==> src/design/cpu8_regs_pkg.sv <==
// Constants and types for the CPU dedicated register set
package cpu8_regs_pkg;

    // ==========================================================
    // Widths
    localparam int WORD_W = 16;
    localparam int BYTE_W = 8;

    // ==========================================================
    // Program status field positions
    localparam int PS_BANK_HI = 15;
    localparam int PS_BANK_LO = 8;
    localparam int CC_HALF    = 7;
    localparam int CC_IEN     = 6;
    localparam int CC_LVL_HI  = 5;
    localparam int CC_LVL_LO  = 4;
    localparam int CC_NEG     = 3;
    localparam int CC_ZERO    = 2;
    localparam int CC_OVF     = 1;
    localparam int CC_CARRY   = 0;

    // ==========================================================
    // Reset values
    localparam logic [15:0] PC_RESET = 16'h0000;
    localparam logic [15:0] SP_RESET = 16'h0000;
    localparam logic [7:0]  BANK_RESET = 8'h00;
    localparam logic [7:0]  CC_RESET = 8'h30;

    // ==========================================================
    // Memory map and banks
    localparam logic [15:0] BANK_BASE   = 16'h0100;
    localparam int          BANK_REGS   = 8;
    localparam logic [4:0]  BANKS_SMALL = 5'h08;
    localparam logic [4:0]  BANKS_LARGE = 5'h10;
    localparam logic [15:0] IO_TOP      = 16'h007f;
    localparam logic [15:0] PROG_BASE   = 16'h8000;

    // ==========================================================
    // Operations
    typedef enum logic [3:0] {
        OP_NONE, OP_ADD, OP_ADC, OP_SUB, OP_SBC, OP_AND, OP_OR, OP_XOR,
        OP_SHL, OP_SHR, OP_ROL, OP_ROR, OP_INC, OP_DEC, OP_CMP
    } alu_op_t;

    // Register select for writes
    typedef enum logic [2:0] {
        SEL_ACC, SEL_TMP, SEL_IDX, SEL_EXT, SEL_SP, SEL_PS
    } reg_sel_t;

    typedef enum logic [1:0] {
        AREA_IO, AREA_DATA, AREA_PROG
    } area_t;

endpackage

==> src/design/cpu8_register_and_flag_set.sv <==
// Dedicated registers, condition codes and bank mapping of an 8-bit CPU core
//
// How it works
// - A 16-bit program counter gives the fetch address.
// - A 16-bit accumulator; byte operations touch only its low byte.
// - A 16-bit temporary accumulator is the second operand; byte ops use low byte.
// - A 16-bit index register modifies indexed effective addresses.
// - A 16-bit extra pointer addresses memory.
// - A 16-bit stack pointer points into the stack area.
// - Status word: upper byte is bank pointer, lower byte condition codes.
// - Half carry flags a carry or borrow between bits 3 and 4.
// - Interrupt enable one permits interrupts, zero blocks; reset clears it.
// - Level codes 00/01 level 1, 10 level 2, 11 level 3 none.
// - A request is serviced only if its level beats the held level.
// - Negative flag copies the result's most significant bit.
// - Zero flag set for a zero result, cleared otherwise.
// - Overflow flag marks two's-complement overflow.
// - Carry flag marks carry or borrow out of bit 7 in byte mode, bit 15 in word mode.
// - On shifts the carry flag takes the bit shifted out.
// - General registers are bytes in data memory, eight to a bank.
// - Eight banks with 128 bytes of RAM, sixteen with 256.
// - The bank pointer selects the bank general register accesses reach.
// - One 64 KiB space: I/O lowest, data above, program highest.
`timescale 1ns/1ps

module cpu8_register_and_flag_set (
    // Clock and reset
    input  wire logic                  clk,
    input  wire logic                  rst_n,
    // Configuration
    input  wire logic                  ram_large,
    // Program counter control
    input  wire logic                  pc_inc,
    input  wire logic                  pc_load,
    input  wire logic [15:0]           pc_value,
    // Register writes
    input  wire logic                  wr_en,
    input  wire cpu8_regs_pkg::reg_sel_t wr_sel,
    input  wire logic                  wr_byte,
    input  wire logic [15:0]           wr_data,
    // Arithmetic
    input  wire logic                  alu_en,
    input  wire cpu8_regs_pkg::alu_op_t alu_op,
    input  wire logic                  alu_byte,
    // Address generation
    input  wire logic [7:0]            idx_disp,
    input  wire logic [2:0]            gp_index,
    // Interrupt request
    input  wire logic                  irq_req,
    input  wire logic [1:0]            irq_req_level,
    // Register contents
    output logic [15:0]                program_counter,
    output logic [15:0]                accumulator,
    output logic [15:0]                temp_acc,
    output logic [15:0]                index_reg,
    output logic [15:0]                extra_pointer,
    output logic [15:0]                stack_pointer,
    output logic [15:0]                program_status,
    // Decoded views
    output logic [7:0]                 bank_pointer,
    output logic [7:0]                 condition_codes,
    output logic [1:0]                 irq_level_code,
    output logic                       irq_accept,
    output logic [15:0]                indexed_addr,
    output logic [15:0]                gp_addr,
    output logic                       bank_valid,
    output cpu8_regs_pkg::area_t       fetch_area
);

    // ==========================================================
    // State
    logic [15:0] pc_reg,  pc_next;
    logic [15:0] acc_reg, acc_next;
    logic [15:0] tmp_reg, tmp_next;
    logic [15:0] idx_reg, idx_next;
    logic [15:0] ext_reg, ext_next;
    logic [15:0] sp_reg,  sp_next;
    logic [7:0]  bank_reg, bank_next;
    logic [7:0]  cc_reg,   cc_next;

    // ==========================================================
    // Arithmetic unit
    logic [16:0] res;
    logic [4:0]  half;
    logic        msb_a, msb_t, msb_r;
    logic        carry_out, shift_out, is_sub, arith;
    logic [15:0] a_op, t_op, r_val;

    always_comb
    begin
        a_op      = alu_byte ? {8'h00, acc_reg[7:0]} : acc_reg;
        t_op      = alu_byte ? {8'h00, tmp_reg[7:0]} : tmp_reg;
        res       = 17'h00000;
        half      = 5'h00;
        shift_out = 1'b0;
        is_sub    = 1'b0;
        arith     = 1'b0;
        case (alu_op)
            cpu8_regs_pkg::OP_ADD, cpu8_regs_pkg::OP_ADC:
            begin
                arith = 1'b1;
                res  = {1'b0, a_op} + {1'b0, t_op}
                     + {16'h0000, alu_op == cpu8_regs_pkg::OP_ADC && cc_reg[0]};
                half = {1'b0, a_op[3:0]} + {1'b0, t_op[3:0]}
                     + {4'h0, alu_op == cpu8_regs_pkg::OP_ADC && cc_reg[0]};
            end
            cpu8_regs_pkg::OP_SUB, cpu8_regs_pkg::OP_SBC, cpu8_regs_pkg::OP_CMP:
            begin
                arith  = 1'b1;
                is_sub = 1'b1;
                res  = {1'b0, a_op} - {1'b0, t_op}
                     - {16'h0000, alu_op == cpu8_regs_pkg::OP_SBC && cc_reg[0]};
                half = {1'b0, a_op[3:0]} - {1'b0, t_op[3:0]}
                     - {4'h0, alu_op == cpu8_regs_pkg::OP_SBC && cc_reg[0]};
            end
            cpu8_regs_pkg::OP_INC:
            begin
                arith = 1'b1;
                res   = {1'b0, a_op} + 17'h00001;
                half  = {1'b0, a_op[3:0]} + 5'h01;
            end
            cpu8_regs_pkg::OP_DEC:
            begin
                arith  = 1'b1;
                is_sub = 1'b1;
                res    = {1'b0, a_op} - 17'h00001;
                half   = {1'b0, a_op[3:0]} - 5'h01;
            end
            cpu8_regs_pkg::OP_AND: res = {1'b0, a_op & t_op};
            cpu8_regs_pkg::OP_OR:  res = {1'b0, a_op | t_op};
            cpu8_regs_pkg::OP_XOR: res = {1'b0, a_op ^ t_op};
            cpu8_regs_pkg::OP_SHL, cpu8_regs_pkg::OP_ROL:
            begin
                shift_out = alu_byte ? a_op[7] : a_op[15];
                res = {1'b0, a_op[14:0],
                       alu_op == cpu8_regs_pkg::OP_ROL ? cc_reg[0] : 1'b0};
            end
            cpu8_regs_pkg::OP_SHR, cpu8_regs_pkg::OP_ROR:
            begin
                shift_out = a_op[0];
                res = {1'b0, a_op >> 1};
                if (alu_op == cpu8_regs_pkg::OP_ROR)
                begin
                    if (alu_byte)
                        res[7] = cc_reg[0];
                    else
                        res[15] = cc_reg[0];
                end
            end
            default: res = {1'b0, a_op};
        endcase
        r_val = alu_byte ? {8'h00, res[7:0]} : res[15:0];
        // Byte mode takes carry and sign from bit 7, word mode from bit 15
        msb_a     = alu_byte ? a_op[7]  : a_op[15];
        msb_t     = alu_byte ? t_op[7]  : t_op[15];
        msb_r     = alu_byte ? res[7]   : res[15];
        carry_out = alu_byte ? (res[8] ^ (a_op[8] ^ t_op[8])) : res[16];
        if (alu_byte && (alu_op == cpu8_regs_pkg::OP_INC || alu_op == cpu8_regs_pkg::OP_DEC))
            carry_out = res[8];
    end

    // ==========================================================
    // Next state
    always_comb
    begin
        pc_next   = pc_reg;
        acc_next  = acc_reg;
        tmp_next  = tmp_reg;
        idx_next  = idx_reg;
        ext_next  = ext_reg;
        sp_next   = sp_reg;
        bank_next = bank_reg;
        cc_next   = cc_reg;
        if (pc_load)
            pc_next = pc_value;
        else if (pc_inc)
            pc_next = pc_reg + 16'h0001;
        if (alu_en)
        begin
            if (alu_op != cpu8_regs_pkg::OP_CMP)
            begin
                if (alu_byte)
                    acc_next = {acc_reg[15:8], r_val[7:0]};
                else
                    acc_next = r_val;
            end
            cc_next[cpu8_regs_pkg::CC_NEG]  = msb_r;
            cc_next[cpu8_regs_pkg::CC_ZERO] = (r_val == 16'h0000);
            if (arith)
            begin
                cc_next[cpu8_regs_pkg::CC_HALF]  = half[4];
                cc_next[cpu8_regs_pkg::CC_CARRY] = carry_out;
                if (alu_op == cpu8_regs_pkg::OP_INC || alu_op == cpu8_regs_pkg::OP_DEC)
                    cc_next[cpu8_regs_pkg::CC_OVF] = (msb_a != msb_r) && (msb_a == is_sub);
                else
                    cc_next[cpu8_regs_pkg::CC_OVF] = is_sub
                        ? (msb_a != msb_t) && (msb_r != msb_a)
                        : (msb_a == msb_t) && (msb_r != msb_a);
            end
            else if (alu_op inside {cpu8_regs_pkg::OP_SHL, cpu8_regs_pkg::OP_SHR,
                                    cpu8_regs_pkg::OP_ROL, cpu8_regs_pkg::OP_ROR})
                cc_next[cpu8_regs_pkg::CC_CARRY] = shift_out;
        end
        if (wr_en)
        begin
            case (wr_sel)
                cpu8_regs_pkg::SEL_ACC:
                    acc_next = wr_byte ? {acc_reg[15:8], wr_data[7:0]} : wr_data;
                cpu8_regs_pkg::SEL_TMP:
                    tmp_next = wr_byte ? {tmp_reg[15:8], wr_data[7:0]} : wr_data;
                cpu8_regs_pkg::SEL_IDX: idx_next = wr_data;
                cpu8_regs_pkg::SEL_EXT: ext_next = wr_data;
                cpu8_regs_pkg::SEL_SP:  sp_next  = wr_data;
                cpu8_regs_pkg::SEL_PS:
                begin
                    cc_next = wr_data[7:0];
                    if (!wr_byte)
                        bank_next = wr_data[15:8];
                end
                default: acc_next = acc_reg;
            endcase
        end
    end

    always_ff @(posedge clk or negedge rst_n)
    begin
        if (!rst_n)
        begin
            pc_reg   <= cpu8_regs_pkg::PC_RESET;
            acc_reg  <= 16'h0000;
            tmp_reg  <= 16'h0000;
            idx_reg  <= 16'h0000;
            ext_reg  <= 16'h0000;
            sp_reg   <= cpu8_regs_pkg::SP_RESET;
            bank_reg <= cpu8_regs_pkg::BANK_RESET;
            cc_reg   <= cpu8_regs_pkg::CC_RESET;
        end
        else
        begin
            pc_reg   <= pc_next;
            acc_reg  <= acc_next;
            tmp_reg  <= tmp_next;
            idx_reg  <= idx_next;
            ext_reg  <= ext_next;
            sp_reg   <= sp_next;
            bank_reg <= bank_next;
            cc_reg   <= cc_next;
        end
    end

    // ==========================================================
    // Interrupt gating
    logic [1:0] held_level, req_level;
    always_comb
    begin
        // Codes 00 and 01 both decode to level 1
        held_level = (irq_level_code == 2'h0) ? 2'h1 : irq_level_code;
        req_level  = (irq_req_level == 2'h0) ? 2'h1 : irq_req_level;
    end

    // Smaller level number wins; held level 1 admits nothing
    assign irq_accept = irq_req && cc_reg[cpu8_regs_pkg::CC_IEN]
                        && (req_level < held_level);

    // ==========================================================
    // Addressing
    logic [4:0]  bank_limit;
    logic [15:0] bank_base;

    assign bank_limit   = ram_large ? cpu8_regs_pkg::BANKS_LARGE
                                    : cpu8_regs_pkg::BANKS_SMALL;
    assign bank_valid   = ({3'h0, bank_reg[7:3]} < {3'h0, bank_limit});
    assign bank_base    = cpu8_regs_pkg::BANK_BASE + {8'h00, bank_reg[7:3], 3'h0};
    assign gp_addr      = bank_base + {13'h0, gp_index};
    assign indexed_addr = idx_reg + {{8{idx_disp[7]}}, idx_disp};

    always_comb
    begin
        if (pc_reg <= cpu8_regs_pkg::IO_TOP)
            fetch_area = cpu8_regs_pkg::AREA_IO;
        else if (pc_reg < cpu8_regs_pkg::PROG_BASE)
            fetch_area = cpu8_regs_pkg::AREA_DATA;
        else
            fetch_area = cpu8_regs_pkg::AREA_PROG;
    end

    // ==========================================================
    // Outputs
    assign program_counter = pc_reg;
    assign accumulator     = acc_reg;
    assign temp_acc        = tmp_reg;
    assign index_reg       = idx_reg;
    assign extra_pointer   = ext_reg;
    assign stack_pointer   = sp_reg;
    assign bank_pointer    = bank_reg;
    assign condition_codes = cc_reg;
    assign program_status  = {bank_reg, cc_reg};
    assign irq_level_code  = cc_reg[cpu8_regs_pkg::CC_LVL_HI:cpu8_regs_pkg::CC_LVL_LO];

endmodule // cpu8_register_and_flag_set

==> config.mk <==
export PLATFORM = sky130hd
export DESIGN_NAME = cpu8_register_and_flag_set
export DESIGN_NICKNAME = d
export VERILOG_FILES = /design/src/design/cpu8_regs_pkg.sv /design/src/design/cpu8_register_and_flag_set.sv
export SDC_FILE = /design/constraint.sdc
export NUM_CORES = 1
export LEC_CHECK = 0
export BUFFER_PORTS_ARGS = -buffer_cell sky130_fd_sc_hd__buf_2
export CAP_MARGIN = 20
export CORE_ASPECT_RATIO = 0.6
export CORE_MARGIN = 2
export CORE_UTILIZATION = 55
export CTS_CLUSTER_DIAMETER = 60
export DETAILED_ROUTE_END_ITERATION = 10
export GPL_ROUTABILITY_DRIVEN = 0
export HOLD_SLACK_MARGIN = 0.05
export PLACE_DENSITY = 0.81
export REMOVE_ABC_BUFFERS = 1
export SKIP_LAST_GASP = 1
export SLEW_MARGIN = 10
export SYNTH_ARGS = -nofsm -noshare
export SYNTH_HDL_FRONTEND = slang
export SYNTH_SLANG_ARGS = --single-unit
export TNS_END_PERCENT = 10
==> constraint.sdc <==
create_clock -name clk -period 6.6 [get_ports clk]
set_input_delay 1.32 -clock clk [delete_from_list [all_inputs] [get_ports clk]]
set_output_delay 1.32 -clock clk [all_outputs]
set_load 0.03 [all_outputs]
# Word-level counts from Yosys, hierarchy flattened
# Index checks and enable logic that the tools add are counted.
[totals] in_bits=62 word_cells=135 out_inout_bits=166 regBits=112
[op_classes] mux=41 reduce_logical=30 order_cmp=4 eq_ne=27 add_sub_neg=16 bitwise_logic=6
[ops] operator="2-to-1 mux 16 bit" count=10
[ops] operator="case mux 17 bit (9 select lines)" count=1
[ops] operator="case mux 16 bit (2 select lines)" count=1
[ops] operator="equality test 4 bit, second input constant" count=7
[ops] operator="case mux 5 bit (4 select lines)" count=1
[ops] operator="2-to-1 mux 1 bit" count=19
[ops] operator="adder 16 x 1 -> 17 bit, second input constant" count=1
[ops] operator="adder 16 x 16 -> 17 bit" count=1
[ops] operator="adder 17 x 1 -> 17 bit" count=1
[ops] operator="subtractor 16 x 1 -> 17 bit, second input constant" count=1
[ops] operator="subtractor 16 x 16 -> 17 bit" count=1
[ops] operator="subtractor 17 x 1 -> 17 bit" count=1
[ops] operator="adder 16 x 1 -> 16 bit, second input constant" count=1
[ops] operator="adder 16 bit" count=1
[ops] operator="AND 16 bit" count=1
[ops] operator="equality test 4 x 3 -> 1 bit, second input constant" count=4
[ops] operator="<= comparator 16 x 7 -> 1 bit, second input constant" count=1
[ops] operator="logical NOT 16 bit" count=1
[ops] operator="< comparator 16 bit, second input constant" count=1
[ops] operator="2-to-1 mux 8 bit" count=2
[ops] operator="bitwise OR 16 bit" count=1
[ops] operator="XOR 16 bit" count=1
[ops] operator="AND reduction 2 bit" count=6
[ops] operator="adder 10 x 3 -> 11 bit" count=1
[ops] operator="other kinds (37)" count=58

# Depth between registers and ports, before layout
# Gate-level depths: netlist of the first run.
[logic_depth] ltp_word=13 ltp_mapped=16 ltp_nobuf=15

# Worst setup path before layout of the first run
# OpenSTA, ideal clock, no wires.
[synth_path] path_type="input port to flip-flop" from="input alu_op[0]" to="register cc_reg[2], in the netlist condition_codes[2]" n_path_buf=5 stages=15 t_required_ns=6.534 path_slack_ns=1.191 arrival_ns=5.343 cell_sequence="buf_6 -> buf_2 -> buf_2 -> clkbuf_1 -> buf_1 -> and3_1 -> ha_1 -> a21o_1 -> a211o_1 -> and3_1 -> o32a_1 -> or4_1 -> or4b_1 -> a31oi_1 -> o31a_1"
[synth_via] elab_chain_cells=9 elab_cells_between_ends=31 cone_classes="2 x add/sub; 14 x eq/ne; 8 x mux; 7 x reduce/logical"
[synth_rtl] item="from (decl)" line="cpu8_register_and_flag_set.sv:43" text="input wire cpu8_regs_pkg::alu_op_t alu_op,"
[synth_rtl] item="equality test 4 x 3 -> 1 bit or equality test 4 x 2 -> 1 bit (tied branches)" line="cpu8_register_and_flag_set.sv:98, cpu8_register_and_flag_set.sv:112, cpu8_register_and_flag_set.sv:103"
[synth_rtl] item="logical AND 1 bit (on tied branches)" line="cpu8_register_and_flag_set.sv:112, cpu8_register_and_flag_set.sv:103"
[synth_rtl] item="subtractor 17 x 1 -> 17 bit or adder 17 x 1 -> 17 bit (tied branches)" line="cpu8_register_and_flag_set.sv:112, cpu8_register_and_flag_set.sv:103"
[synth_rtl] item="case mux 17 bit (9 select lines) (*)" line="cpu8_register_and_flag_set.sv:98" text="case (alu_op)"
[synth_rtl] item="2-to-1 mux 16 bit (*)" line="cpu8_register_and_flag_set.sv:152" text="r_val = alu_byte ? {8'h00, res[7:0]} : res[15:0];"
[synth_rtl] item="logical NOT 16 bit (*)" line="cpu8_register_and_flag_set.sv:188" text="cc_next[cpu8_regs_pkg::CC_ZERO] = (r_val == 16'h0000);"
[synth_rtl] item="2-to-1 mux 4 bit (*)" line="cpu8_register_and_flag_set.sv:178" text="if (alu_en)"
[synth_rtl] item="2-to-1 mux 8 bit" line="cpu8_register_and_flag_set.sv:206" text="case (wr_sel)"
[synth_rtl] item="2-to-1 mux 8 bit (*)" line="cpu8_register_and_flag_set.sv:204" text="if (wr_en)"
[synth_rtl] item="named net cc_next[2]" line="cpu8_register_and_flag_set.sv:79" text="logic [7:0] cc_reg, cc_next;"
[synth_rtl] item="to (signal assigned)" line="cpu8_register_and_flag_set.sv:236" text="cc_reg <= cpu8_regs_pkg::CC_RESET;"
[synth_rtl] item="to (signal assigned)" line="cpu8_register_and_flag_set.sv:247" text="cc_reg <= cc_next;"
[synth_rtl] item="to (decl)" line="cpu8_register_and_flag_set.sv:79"
# Mark *: on every way through the listed nets, which the timed path passes. The rest lies on a longest branch.
# A chain may end at the register's enable or synchronous reset.

# Worst setup path after layout of the first run
[layout_path] from="input alu_op[1]" to="register cc_reg[2], in the netlist condition_codes[2]"
# The elaborated chain is that of the path after synthesis.

==> results.md, run 1 <==
* H-tree depth at 3
* Crit path max fanout at 20
* Post-route ant nets at 0
* Clock sinks at 112
* Largest net degree at the start of global routing at 76
* Sequential share of the synthesized area at 27.5%
* Number of flops mapped to enable cells by yosys at 0
* Type of the worst setup path: in -> reg
* Mapped Cells at 1195
* Crit path max-delay family: compound AO/OA/AOI/OAI gates
* Worst hold start: extra_pointer[3]
* GRT Max-Usage Layer: met1
* Post-CTS setup buffer count at 0
* Total number of vias at 10500
* Grt total ovfl at 0
* Fmax at 172 MHz
* Crit share post-route at 88.1%
* Critical Path End Type: flip-flop
* Min-delay worst type: reg -> reg
* Critical Path Start Type: input pin
* Routed WL per cell at 21.3 um
* Slew @ Worst Pin at 870 ps
* Reg-to-reg startpoint: condition_codes[0]
* GRT Total Usage at 33.3%
* Die H at 109 um
* First-pass GRT wire length at 51.5 mm
* Dpl cells at 1582
* Setup TNS at 0 ps
* Critical path's slowest cell: nor4_1
* Power share of the combinational group at 60.4%
* Worst path arrival time at 6120 ps
* Synth warnings at 0
* Status: finished, final reports clean
* Core ar. at 18100 um^2
* Syn Std Cell Area at 10200 um^2
* Drt pass-1 iters at 10
* Top post-synthesis cells by area: dfrtp_1 27%, ha_1 12%, mux2_2 7.1%, nand2_1 4.0%, o21ai_0 3.9%
* TritonCTS Buffers at 9
* Post-synth top area share at 27.0%
* Clk Tree Root Cell: clkbuf_16
* PortBufs at 213
* Max-slew violation count at 0
* NumNets Final at 1518
* Final setup vio count at 0
* Count of different cell masters after synthesis at 89
* Via/cell ratio at 6.53
* Drt first-iter violations at 1700
* GR Util met3 at 12.2%
* Max_cap viols at 0
* WP buf/inv at 3
* CTS hold repair buffers at 0
* Starting Density at 56.3%
* Area Growth Syn to Fin at 13.0%
* Antenna violations before repair at 1
* CTS clk-pin slew, worst paths at 90 ps
* Vias in the first global route at 9240
* Hpwl dp at 26.4 mm
* Pre-CTS setup slack at 698 ps
* # rows at 38
* Pwr dens at 350 nW/um^2
* Cell Int Power at 1.97 mW
* Die ar. at 19700 um^2
* RSZ-0062 raised after global routing: false
* Crit-path max cell delay at 570 ps
* Post-synth ARST share at 100%
* VDD IR max at 0.000205 V
* Clk Latency, worst-skew pair at 360 ps
* Register-to-register setup slack at 2020 ps
* Top_reg_cell synth: dfrtp_1
* Fin. Hold Viols at 0
* Setup ws final at 787 ps
* Switch share at 51.3%
* Synth Register Bits at 112
* Finished Layout Cells at 1600
* TritonCTS clock tree: done
* Syn avg cell area at 8.54 um^2
* Met1 Resource Use GR at 48.4%
* Final routed DRC violation total at 0
* Crit-path cells: buf_2, buf_4, nor3_1, nand2_1, fa_1, inv_1, ha_1, o21ai_0, a311oi_1, a21o_1, o41ai_1, nor2_1, o31ai_1, a41oi_1, nor4_1, o31a_1
* Leak Pwr at 5.48 nW
* Rel. slew slack at 41.8%
* Final clock skew at 19.2 ps
* Layout cells sized above 1 at 24.3%
* Io pins at 228
* Synth area leader: dfrtp_1
* Count of inserted antenna diode cells at 0
* CTS Buffer Depth at 2
* Switching power at 2.07 mW
* Clock power frac at 14.1%
* CP Data Required Time at 6900 ps
* Die W at 180 um
* Final WL at 34.1 mm
* Top cells by instance count after synthesis: 110 x dfrtp_1, 110 x nand2_1, 95 x ha_1, 82 x nor2_1, 80 x o21ai_0
* Met2 Use GR at 46.1%
* Share of power burned in registers at 25.5%
* Post_cts resized at 0
* CP Launch Point: alu_op[1]
* Fin crit period at 5810 ps
routing by layer:
layer	share of wire, %	up-vias
met5	0.038	-
met4	2.6	2
met3	15	128
met2	39	842
met1	43	4874
li1	-	4608
worst reg2reg max path, stage by stage (launching register included):
cell and delay (ps):
dfrtp_1 650, nand2_1 150, fa_1 540, inv_1 50
ha_1 160, o21ai_0 220, a311oi_1 260, a21o_1 260
o41ai_1 550, nor2_1 110, o31ai_1 430, a41oi_1 360
nor4_1 570, o31a_1 200
worst paths after layout:
kind | endpoint | cells past startpoint
setup / recovery | condition_codes[2] | 16
hold / removal | extra_pointer[3] | 2
setup reg to reg | condition_codes[2] | 13
hold reg to reg | extra_pointer[3] | 2
max in group asynchronous | index_reg[8] | 3
min in group asynchronous | bank_pointer[7] | 1
cell type report:
| class | instances | area, um^2 |
|---|---|---|
| Clock inverter | 6 | 60.1 |
| Timing Repair Buffer | 226 | 1190 |
| Clock buffer | 10 | 239 |
| Tap cell | 240 | 300 |
| Inverter | 78 | 293 |
| Fill cell | 1579 | 6590 |
| Multi-Input combinational cell | 928 | 6640 |
| Sequential cell | 112 | 2810 |
metrics by stage:
step | hold slack (ps) | utilization, % | power, mW | cell area, um^2
6_report | 508 | 63.6 | 4.04 | 11500
5_1_grt | 521 | 63.6 | 4.25 | 11500
4_1_cts | 503 | 63.4 | 3.97 | 11500
3_5_place_dp | 484 | 61.7 | 3.40 | 11200
3_3_place_gp | 464 | 61.7 | 3.36 | 11200
2_1_floorplan | 663 | - | 2.67 | 9730
kinds of logic after synthesis:
logic type	count (synthesis)	share of synthesized area, %
xor gates and xnor gates	51	4.38
buffers and inverters	161	7.68
DFF	112	27.5
adders and majority gates	102	12.9
other	2	0.0736
and+or+nand+nor	355	17.2
muxes	75	8.16
AOI/OAI and AO/OA	337	22.1
cell usage in the layout, fill, tap and decap left out, drive strengths merged, types with 7 or more instances in the layout:
cell type / Yosys / layout
buf: 51 / 226
nand2: 110 / 110
dfrtp: 110 / 110
ha: 95 / 95
nor2: 82 / 82
o21ai: 82 / 82
inv: 77 / 80
a21oi: 71 / 71
mux2: 65 / 65
nor3: 30 / 30
xnor2: 27 / 27
xor2: 24 / 24
nand3: 21 / 21
o22ai: 20 / 20
nand2b: 20 / 20
a21o: 15 / 15
nor2b: 15 / 15
a211oi: 14 / 14
and3: 14 / 14
o21a: 14 / 14
a31oi: 12 / 12
or2: 11 / 11
o31ai: 10 / 10
mux2i: 10 / 10
clkbuf: 32 / 10
o221ai: 8 / 8
conb: 2 / 8
o32ai: 7 / 7
and2: 7 / 7
a221oi: 7 / 7
power groups by stage:
| stage | registers [mW] | logic [mW] | clock network [mW] |
|---|---|---|---|
| 2_1_floorplan | 1.35 | 1.32 | 0 |
| 3_3_place_gp | 1.03 | 2.33 | 0 |
| 3_5_place_dp | 1.04 | 2.36 | 0 |
| 4_1_cts | 1.02 | 2.37 | 0.574 |
| 5_1_grt | 1.05 | 2.60 | 0.604 |
| 6_report | 1.03 | 2.44 | 0.569 |
No activity file was read; power rests on OpenSTA's default activity.
==> inputs of run 2 (changes only) <==
--- a/config.mk
+++ b/config.mk
@@ -13,6 +13,7 @@
 export CTS_CLUSTER_DIAMETER = 60
 export DETAILED_ROUTE_END_ITERATION = 10
 export GPL_ROUTABILITY_DRIVEN = 0
+export GPL_TIMING_DRIVEN = 0
 export HOLD_SLACK_MARGIN = 0.05
 export PLACE_DENSITY = 0.81
 export REMOVE_ABC_BUFFERS = 1
==> run 2 against run 1 <==
Compared with the run above:
- die area stayed put
- sequential power hardly changed
- largest power group unchanged
- register-to-register slack worse by 130 ps
- critical path depth is 1 higher
- hold slack worse by 33 ps
- combinational power hardly changed
- via count is 3.1% lower
- wire length is 2.6% lower
- core utilization is 0.26 points lower
- cell count is 0.50% lower
==> results.md, run 2 (synthesis results as in run 1) <==
* Layout cells sized above 1 at 24.1% (-0.23 points)
* Fmax at 158 MHz (-8.2%)
* Register area at 2810 um^2 (unchanged)
* Die ar. at 19700 um^2 (unchanged)
* Clock power frac at 12.9% (-1.2 points)
* Clk Tree Root Cell: clkbuf_16
* # rows at 38 (unchanged)
* Final clock skew at 13.5 ps (-5.73 ps)
* Via/cell ratio at 6.37 (-2.6%)
* Area Growth Syn to Fin at 12.5%
* Rel. slew slack at 19.0% (-23 points)
* Crit share post-route at 95.9% (+7.9 points)
* Fin crit period at 6330 ps (+518 ps)
* Switching power at 2.03 mW (-1.9%)
* VDD IR max at 0.000226 V (+10%)
* Post-route ant nets at 0 (unchanged)
* Hold WS at 474 ps (-33.1 ps)
* Finished Layout Cells at 1592 (-0.50%)
* DP Area at 11200 um^2 (-0.20%)
* Clock sinks at 112 (unchanged)
* Max_cap viols at 0 (unchanged)
* Die H at 109 um (unchanged)
* CTS clk-pin slew, worst paths at 70 ps (-20 ps)
* Io pins at 228 (unchanged)
* Pre-CTS setup slack at -167 ps (-865 ps)
* Core ar. at 18100 um^2 (unchanged)
* Status: finished, final reports clean
* Setup ws final at 269 ps (-518 ps)
* Leak Pwr at 5.44 nW (-0.80%)
* CP Launch Point: alu_op[2]
* TritonCTS Buffers at 9 (unchanged)
* Switch share at 51.0% (-0.29 points)
* Post_cts resized at 0 (unchanged)
* H-tree depth at 3 (unchanged)
* Final setup vio count at 0 (unchanged)
* RSZ-0062 raised after global routing: false
* CTS Buffer Depth at 2 (unchanged)
* Max-slew violation count at 0 (unchanged)
* NumNets Final at 1510 (-0.53%)
* Dpl cells at 1574 (-0.51%)
* Total number of vias at 10100 (-3.1%)
* Slew @ Worst Pin at 1210 ps (+342 ps)
* Fillcell total at 1569 (-0.63%)
* Min-delay worst type: reg -> reg
* Largest net degree at the start of global routing at 89 (+17%)
* Reg-to-reg startpoint: accumulator[6]
* PortBufs at 213 (unchanged)
* Type of the worst setup path: in -> reg
* Setup TNS at 0 ps (unchanged)
* GRT Total Usage at 33.0% (-0.31 points)
* Commonest cells after routing, fill and taps aside: 212 x buf_2, 110 x nand2_1, 110 x dfrtp_1
* CP Data Required Time at 6890 ps (about the same)
* Critical Path Start Type: input pin
* CTS hold repair buffers at 0 (unchanged)
* Fin area at 11500 um^2 (-0.40%)
* Starting Density at 56.3% (unchanged)
* Worst hold start: extra_pointer[3]
* Hpwl dp at 25.7 mm (-2.7%)
* Die W at 180 um (unchanged)
* Crit-path max cell delay at 580 ps (about the same)
* Routed WL per cell at 20.9 um (-2.1%)
* Share of power burned in registers at 25.7% (+0.2 points)
* Crit path top cell by count: buf_2
* Critical Path End Type: flip-flop
* Cell Int Power at 1.95 mW (-0.78%)
* Final routed DRC violation total at 0 (unchanged)
* Crit path max fanout at 35 (+75%)
* Post-CTS setup buffer count at 0 (unchanged)
* First-pass GRT wire length at 51.1 mm (-0.75%)
* Vias in the first global route at 9201 (-0.42%)
* TritonCTS clock tree: done
* Area of the multi-input gates at 6660 um^2 (+0.40%)
* Grt total ovfl at 0 (unchanged)
* Clk Latency, worst-skew pair at 360 ps (about the same)
* Power share of the combinational group at 61.3% (+0.9 points)
* Critical path's slowest cell: nor4_2
* Count of inserted antenna diode cells at 0 (unchanged)
* Drt pass-1 iters at 6 (-4)
* Worst path arrival time at 6620 ps (+500 ps)
* Fin. Hold Viols at 0 (unchanged)
* Drt first-iter violations at 1573 (-7.5%)
* Crit-path cells: buf_2, nand2b_4, nor3_1, nand2_1, fa_1, inv_1, ha_1, o21ai_0, a311oi_1, buf_2, a21o_1, o41ai_2, nor2_1, o31ai_1, a41oi_1, nor4_2, o31a_1
* Final WL at 33.2 mm (-2.6%)
* Commonest non-fill, non-tap cell in the layout: buf_2
* Antenna violations before repair at 0 (-1)
* Pwr dens at 347 nW/um^2 (-0.97%)
==> run 2: path summary, 6_finish.rpt <==
| path | endpoint | slack (ps) | depth (start not counted) |
|---|---|---|---|
| hold / removal | extra_pointer[3] | 470 | 2 |
| setup / recovery | condition_codes[2] | 270 | 17 |
| hold reg to reg | extra_pointer[3] | 470 | 2 |
| setup reg to reg | condition_codes[2] | 1890 | 12 |
| min in group asynchronous | stack_pointer[11] | 820 | 1 |
| max in group asynchronous | condition_codes[5] | 5070 | 2 |
==> run 2: worst max-delay path: cells and delay by family <==
family	cells	cell delay [ps]
fa+ha+maj	2	710
buf+inv	3	800
compound gates	7	2130
simple gates	5	1630
==> run 2: final cells by class <==
cell class / instances / area share [%]
Timing Repair Buffer: 218 / 10.0
Multi-Input combinational cell: 928 / 58.0
Tap cell: 240 / 2.62
Sequential cell: 112 / 24.4
Clock buffer: 11 / 2.03
Clock inverter: 5 / 0.338
Inverter: 78 / 2.55
==> run 2: power by group through the flow <==
| stage | logic (mW) | clock network, mW | registers (mW) |
|---|---|---|---|
| final | 2.44 | 0.515 | 1.02 |
| after detailed placement | 2.36 | 0 | 1.03 |
| after floorplan | 1.32 | 0 | 1.35 |
| after CTS | 2.37 | 0.520 | 1.02 |
| after global placement | 2.30 | 0 | 1.02 |
| after global routing | 2.62 | 0.545 | 1.04 |
==> run 2: metal layers <==
metal / global-route usage [%] / part of all wire, % / up-vias
li1: - / - / 4594
met1: 47.3 / 43 / 4730
met3: 11.4 / 14 / 87
met2: 48.0 / 41 / 723
met5: 0 / 0 / -
met4: 7.20 / 2.2 / 0
==> run 2: metrics by stage <==
step           power [mW]  util, %
2_1_floorplan        2.67        -
3_3_place_gp         3.32     61.3
3_5_place_dp         3.39     61.6
4_1_cts              3.91     63.1
5_1_grt              4.21     63.4
6_report             3.98     63.4
==> inputs of run 3 (changes only) <==
--- a/config.mk
+++ b/config.mk
@@ -5,6 +5,7 @@
 export SDC_FILE = /design/constraint.sdc
 export NUM_CORES = 1
 export LEC_CHECK = 0
+export ABC_AREA = 1
 export BUFFER_PORTS_ARGS = -buffer_cell sky130_fd_sc_hd__buf_2
 export CAP_MARGIN = 20
 export CORE_ASPECT_RATIO = 0.6
@@ -15,7 +16,7 @@
 export GPL_ROUTABILITY_DRIVEN = 0
 export GPL_TIMING_DRIVEN = 0
 export HOLD_SLACK_MARGIN = 0.05
-export PLACE_DENSITY = 0.81
+export PLACE_DENSITY = 0.8
 export REMOVE_ABC_BUFFERS = 1
 export SKIP_LAST_GASP = 1
 export SLEW_MARGIN = 10
==> run 3 against run 2 <==
Compared with the run above:
- clock power is 5.4% higher
- fmax rose by 23%
- largest power group unchanged
- die area is 5.6% higher
- via count grew 18%
- highest routed layer unchanged
- sequential power about the same
- critical path type is now in -> out
- flip-flop and latch count unchanged
- synthesized cell count grew 42%
- hold slack better by 13 ps
- cell count up 34%
==> results.md, run 3 <==
* Status: finished, final reports clean
* Die ar. at 20800 um^2 (+5.6%)
* Max-slew violation count at 0 (unchanged)
* Grt total ovfl at 0 (unchanged)
* Min-delay worst type: reg -> reg
* FF-to-FF path depth at 20 (+8)
* Post-CTS setup buffer count at 0 (unchanged)
* Fin. Hold Viols at 0 (unchanged)
* Die W at 185 um (+2.8%)
* RSZ-0062 raised after global routing: false
* TritonCTS clock tree: done
* Share of power burned in registers at 26.8% (+1.1 points)
* Io pins at 228 (unchanged)
* Type of the worst setup path: in -> out
* Top cells by instance count after synthesis: 515 x nand2_1, 268 x inv_1, 132 x nand3_1, 124 x nor2_1, 123 x o21ai_0
* Commonest cells after routing, fill and taps aside: 515 x nand2_1, 268 x inv_1, 212 x buf_2
* Synth area leader: dfrtp_1
* Final clock skew at 7.08 ps (-6.41 ps)
* Largest net degree at the start of global routing at 91 (+2.2%)
* Sequential share of the synthesized area at 26.0% (-1.5 points)
* Routed WL per cell at 16.7 um (-20%)
* WP buf/inv at 4 (+1)
* Commonest non-fill, non-tap cell in the layout: nand2_1
* Final setup vio count at 0 (unchanged)
* Leak Pwr at 6.90 nW (+27%)
* Die H at 112 um (+2.7%)
* Crit path max fanout at 3 (-91%)
* Clk Latency, worst-skew pair at 350 ps (about the same)
* Number of flops mapped to enable cells by yosys at 0 (unchanged)
* Critical path's slowest cell: o21ai_0
* Power share of the combinational group at 58.5% (-2.8 points)
* Hpwl dp at 28.7 mm (+12%)
* CTS clk-pin slew, worst paths at 80 ps (about the same)
* Mapped Cells at 1696 (+42%)
* Register area at 2810 um^2 (unchanged)
* Post-synth top area share at 25.5% (-1.5 points)
* Clock power frac at 14.7% (+1.8 points)
* CTS hold repair buffers at 0 (unchanged)
* Post_cts resized at 0 (unchanged)
* TritonCTS Buffers at 9 (unchanged)
* Fillcell total at 1783 (+14%)
* Core ar. at 19100 um^2 (+5.6%)
* Synth warnings at 0 (unchanged)
* Starting Density at 56.4% (+0.090 points)
* Critical Path Start Type: input pin
* Fin crit period at 5150 ps (-1190 ps)
* GRT Total Usage at 33.6% (+0.54 points)
* CP Data Required Time at 5280 ps (-1610 ps)
* Hold WS at 488 ps (+13.1 ps)
* Area Growth Syn to Fin at 12.3%
* Crit share post-route at 78.0% (-18 points)
* Pwr dens at 305 nW/um^2 (-12%)
* CTS Buffer Depth at 2 (unchanged)
* Count of different cell masters after synthesis at 39 (-56%)
* Clock sinks at 112 (unchanged)
* Worst path arrival time at 3830 ps (-2790 ps)
* Synth Register Bits at 112 (unchanged)
* Syn avg cell area at 6.36 um^2 (-25%)
* Setup TNS at 0 ps (unchanged)
* Syn Std Cell Area at 10800 um^2 (+5.8%)
* Rel. slew slack at 23.3% (+4.3 points)
* First-pass GRT wire length at 54.8 mm (+7.2%)
* Post-route ant nets at 0 (unchanged)
* Via/cell ratio at 5.63 (-12%)
* Drt first-iter violations at 1378 (-12%)
* Crit-path cells: buf_2, ha_1, inv_1, fa_1, inv_1, a31oi_1, o21ai_0, a31oi_1, o21ai_0, nand2_1, nand2_1, a21oi_1, xor2_1, buf_2
* Post-synth ARST share at 100% (unchanged)
* Antenna violations before repair at 1 (+1)
* Fmax at 194 MHz (+23%)
* Switching power at 1.96 mW (-3.3%)
* Vias in the first global route at 10300 (+12%)
* Top post-synthesis cells by area: dfrtp_1 26%, nand2_1 18%, ha_1 11%, inv_1 9.3%, nand3_1 6.1%
* Drt pass-1 iters at 7 (+1)
* Slew @ Worst Pin at 1140 ps (-72.2 ps)
* Final WL at 35.6 mm (+7.1%)
* Switch share at 53.1% (+2.1 points)
* Final routed DRC violation total at 0 (unchanged)
* Stages on the worst setup path at 14 (-3)
* Area of the multi-input gates at 6550 um^2 (-1.7%)
* VDD IR max at 0.000178 V (-21%)
* PortBufs at 213 (unchanged)
* # rows at 39 (+2.6%)
* Most frequent cell after synthesis: nand2_1
* Crit path max-delay family: compound AO/OA/AOI/OAI gates
* Max_cap viols at 0 (unchanged)
* Cell Int Power at 1.74 mW (-11%)
* Layout cells sized above 1 at 13.5% (-11 points)
* Clk Tree Root Cell: clkbuf_16
* Critical Path End Type: primary output
* Crit-path max cell delay at 420 ps (-160 ps)
* Hold Path Cell Cnt at 2 (unchanged)
* H-tree depth at 3 (unchanged)
* Count of inserted antenna diode cells at 0 (unchanged)
* Top_reg_cell synth: dfrtp_1
* NumNets Final at 2019 (+34%)
* Total number of vias at 12000 (+18%)
-- run 3: cell types whose count changed after synthesis, moves of 19 or more --
cell / delta
inv_1: +192
mux2_2: -64
nand2_1: +405
nand3_1: +111
nand4_1: +22
nor2_1: +42
o21ai_0: +43
xnor2_1: -19
-- run 3: stage by stage --
step                      worst slack (ps)  instance area [um^2]  util [%]  total power [mW]  std cells
after floorplan                       1880                 10400         -              2.46       1630
after global placement                1390                 11800      61.5              3.05       2109
after detailed placement              1440                 11800      61.7              3.10       2110
after CTS                             1540                 12100      63.3              3.64       2126
after global routing                  1320                 12100      63.3              3.94       2127
final                                 1450                 12100      63.3              3.70       2127
-- run 3: cell families after synthesis --
group	after synthesis	synth area share, %
buf+inv	345	13.6
xor+xnor	33	2.68
fa+ha+maj	101	12.1
other cells	2	0.0696
simple gates	849	32.8
compound gates	254	12.8
flops	112	26.0
-- run 3: worst register-to-register path, cell delays in order, from the launching register on --
cell and delay, ps:
dfrtp_1 370, inv_1 70, nor2_1 400, inv_1 180, ha_1 430, ha_1 400, nand2_1 130, nor2_1 300
and2_1 180, nand2_1 130, nand2_1 100, nand2_1 50, nand3_1 90, nand2_1 80, nor2_1 150, nand2_1 90
nand2_1 60, nand2_1 60, nor2_1 220, nand3_1 180, a21oi_1 160
-- run 3: layer usage --
metal	GRT usage (%)	share of wire [%]
met2	45.6	39
met4	7.88	2.2
met5	0	0
met1	51.2	45
met3	10.4	14
-- run 3: layout make-up --
class | instances | area share (%)
multi-input combinational | 1245 | 54.0
clock inverter | 6 | 0.465
inverter | 273 | 8.46
sequential | 112 | 23.2
timing repair buffer | 215 | 9.17
tap | 266 | 2.75
clock buffer | 10 | 1.97
-- run 3: power by group through the flow --
stage	registers [mW]	clock network, mW	logic (mW)
6_report	0.991	0.543	2.16
2_1_floorplan	1.28	0	1.18
5_1_grt	1.00	0.579	2.36
3_5_place_dp	0.996	0	2.10
4_1_cts	0.985	0.545	2.11
3_3_place_gp	0.995	0	2.05
-- run 3: path summary, 6_finish.rpt --
path | from | end | slack (ps)
max | idx_disp[0] | indexed_addr[14] | 1450
min | stack_pointer[12] | stack_pointer[12] | 490
max reg2reg | accumulator[12] | condition_codes[2] | 2700
min reg2reg | stack_pointer[12] | stack_pointer[12] | 490
max in group asynchronous | rst_n | program_counter[4] | 5080
min in group asynchronous | rst_n | extra_pointer[3] | 800
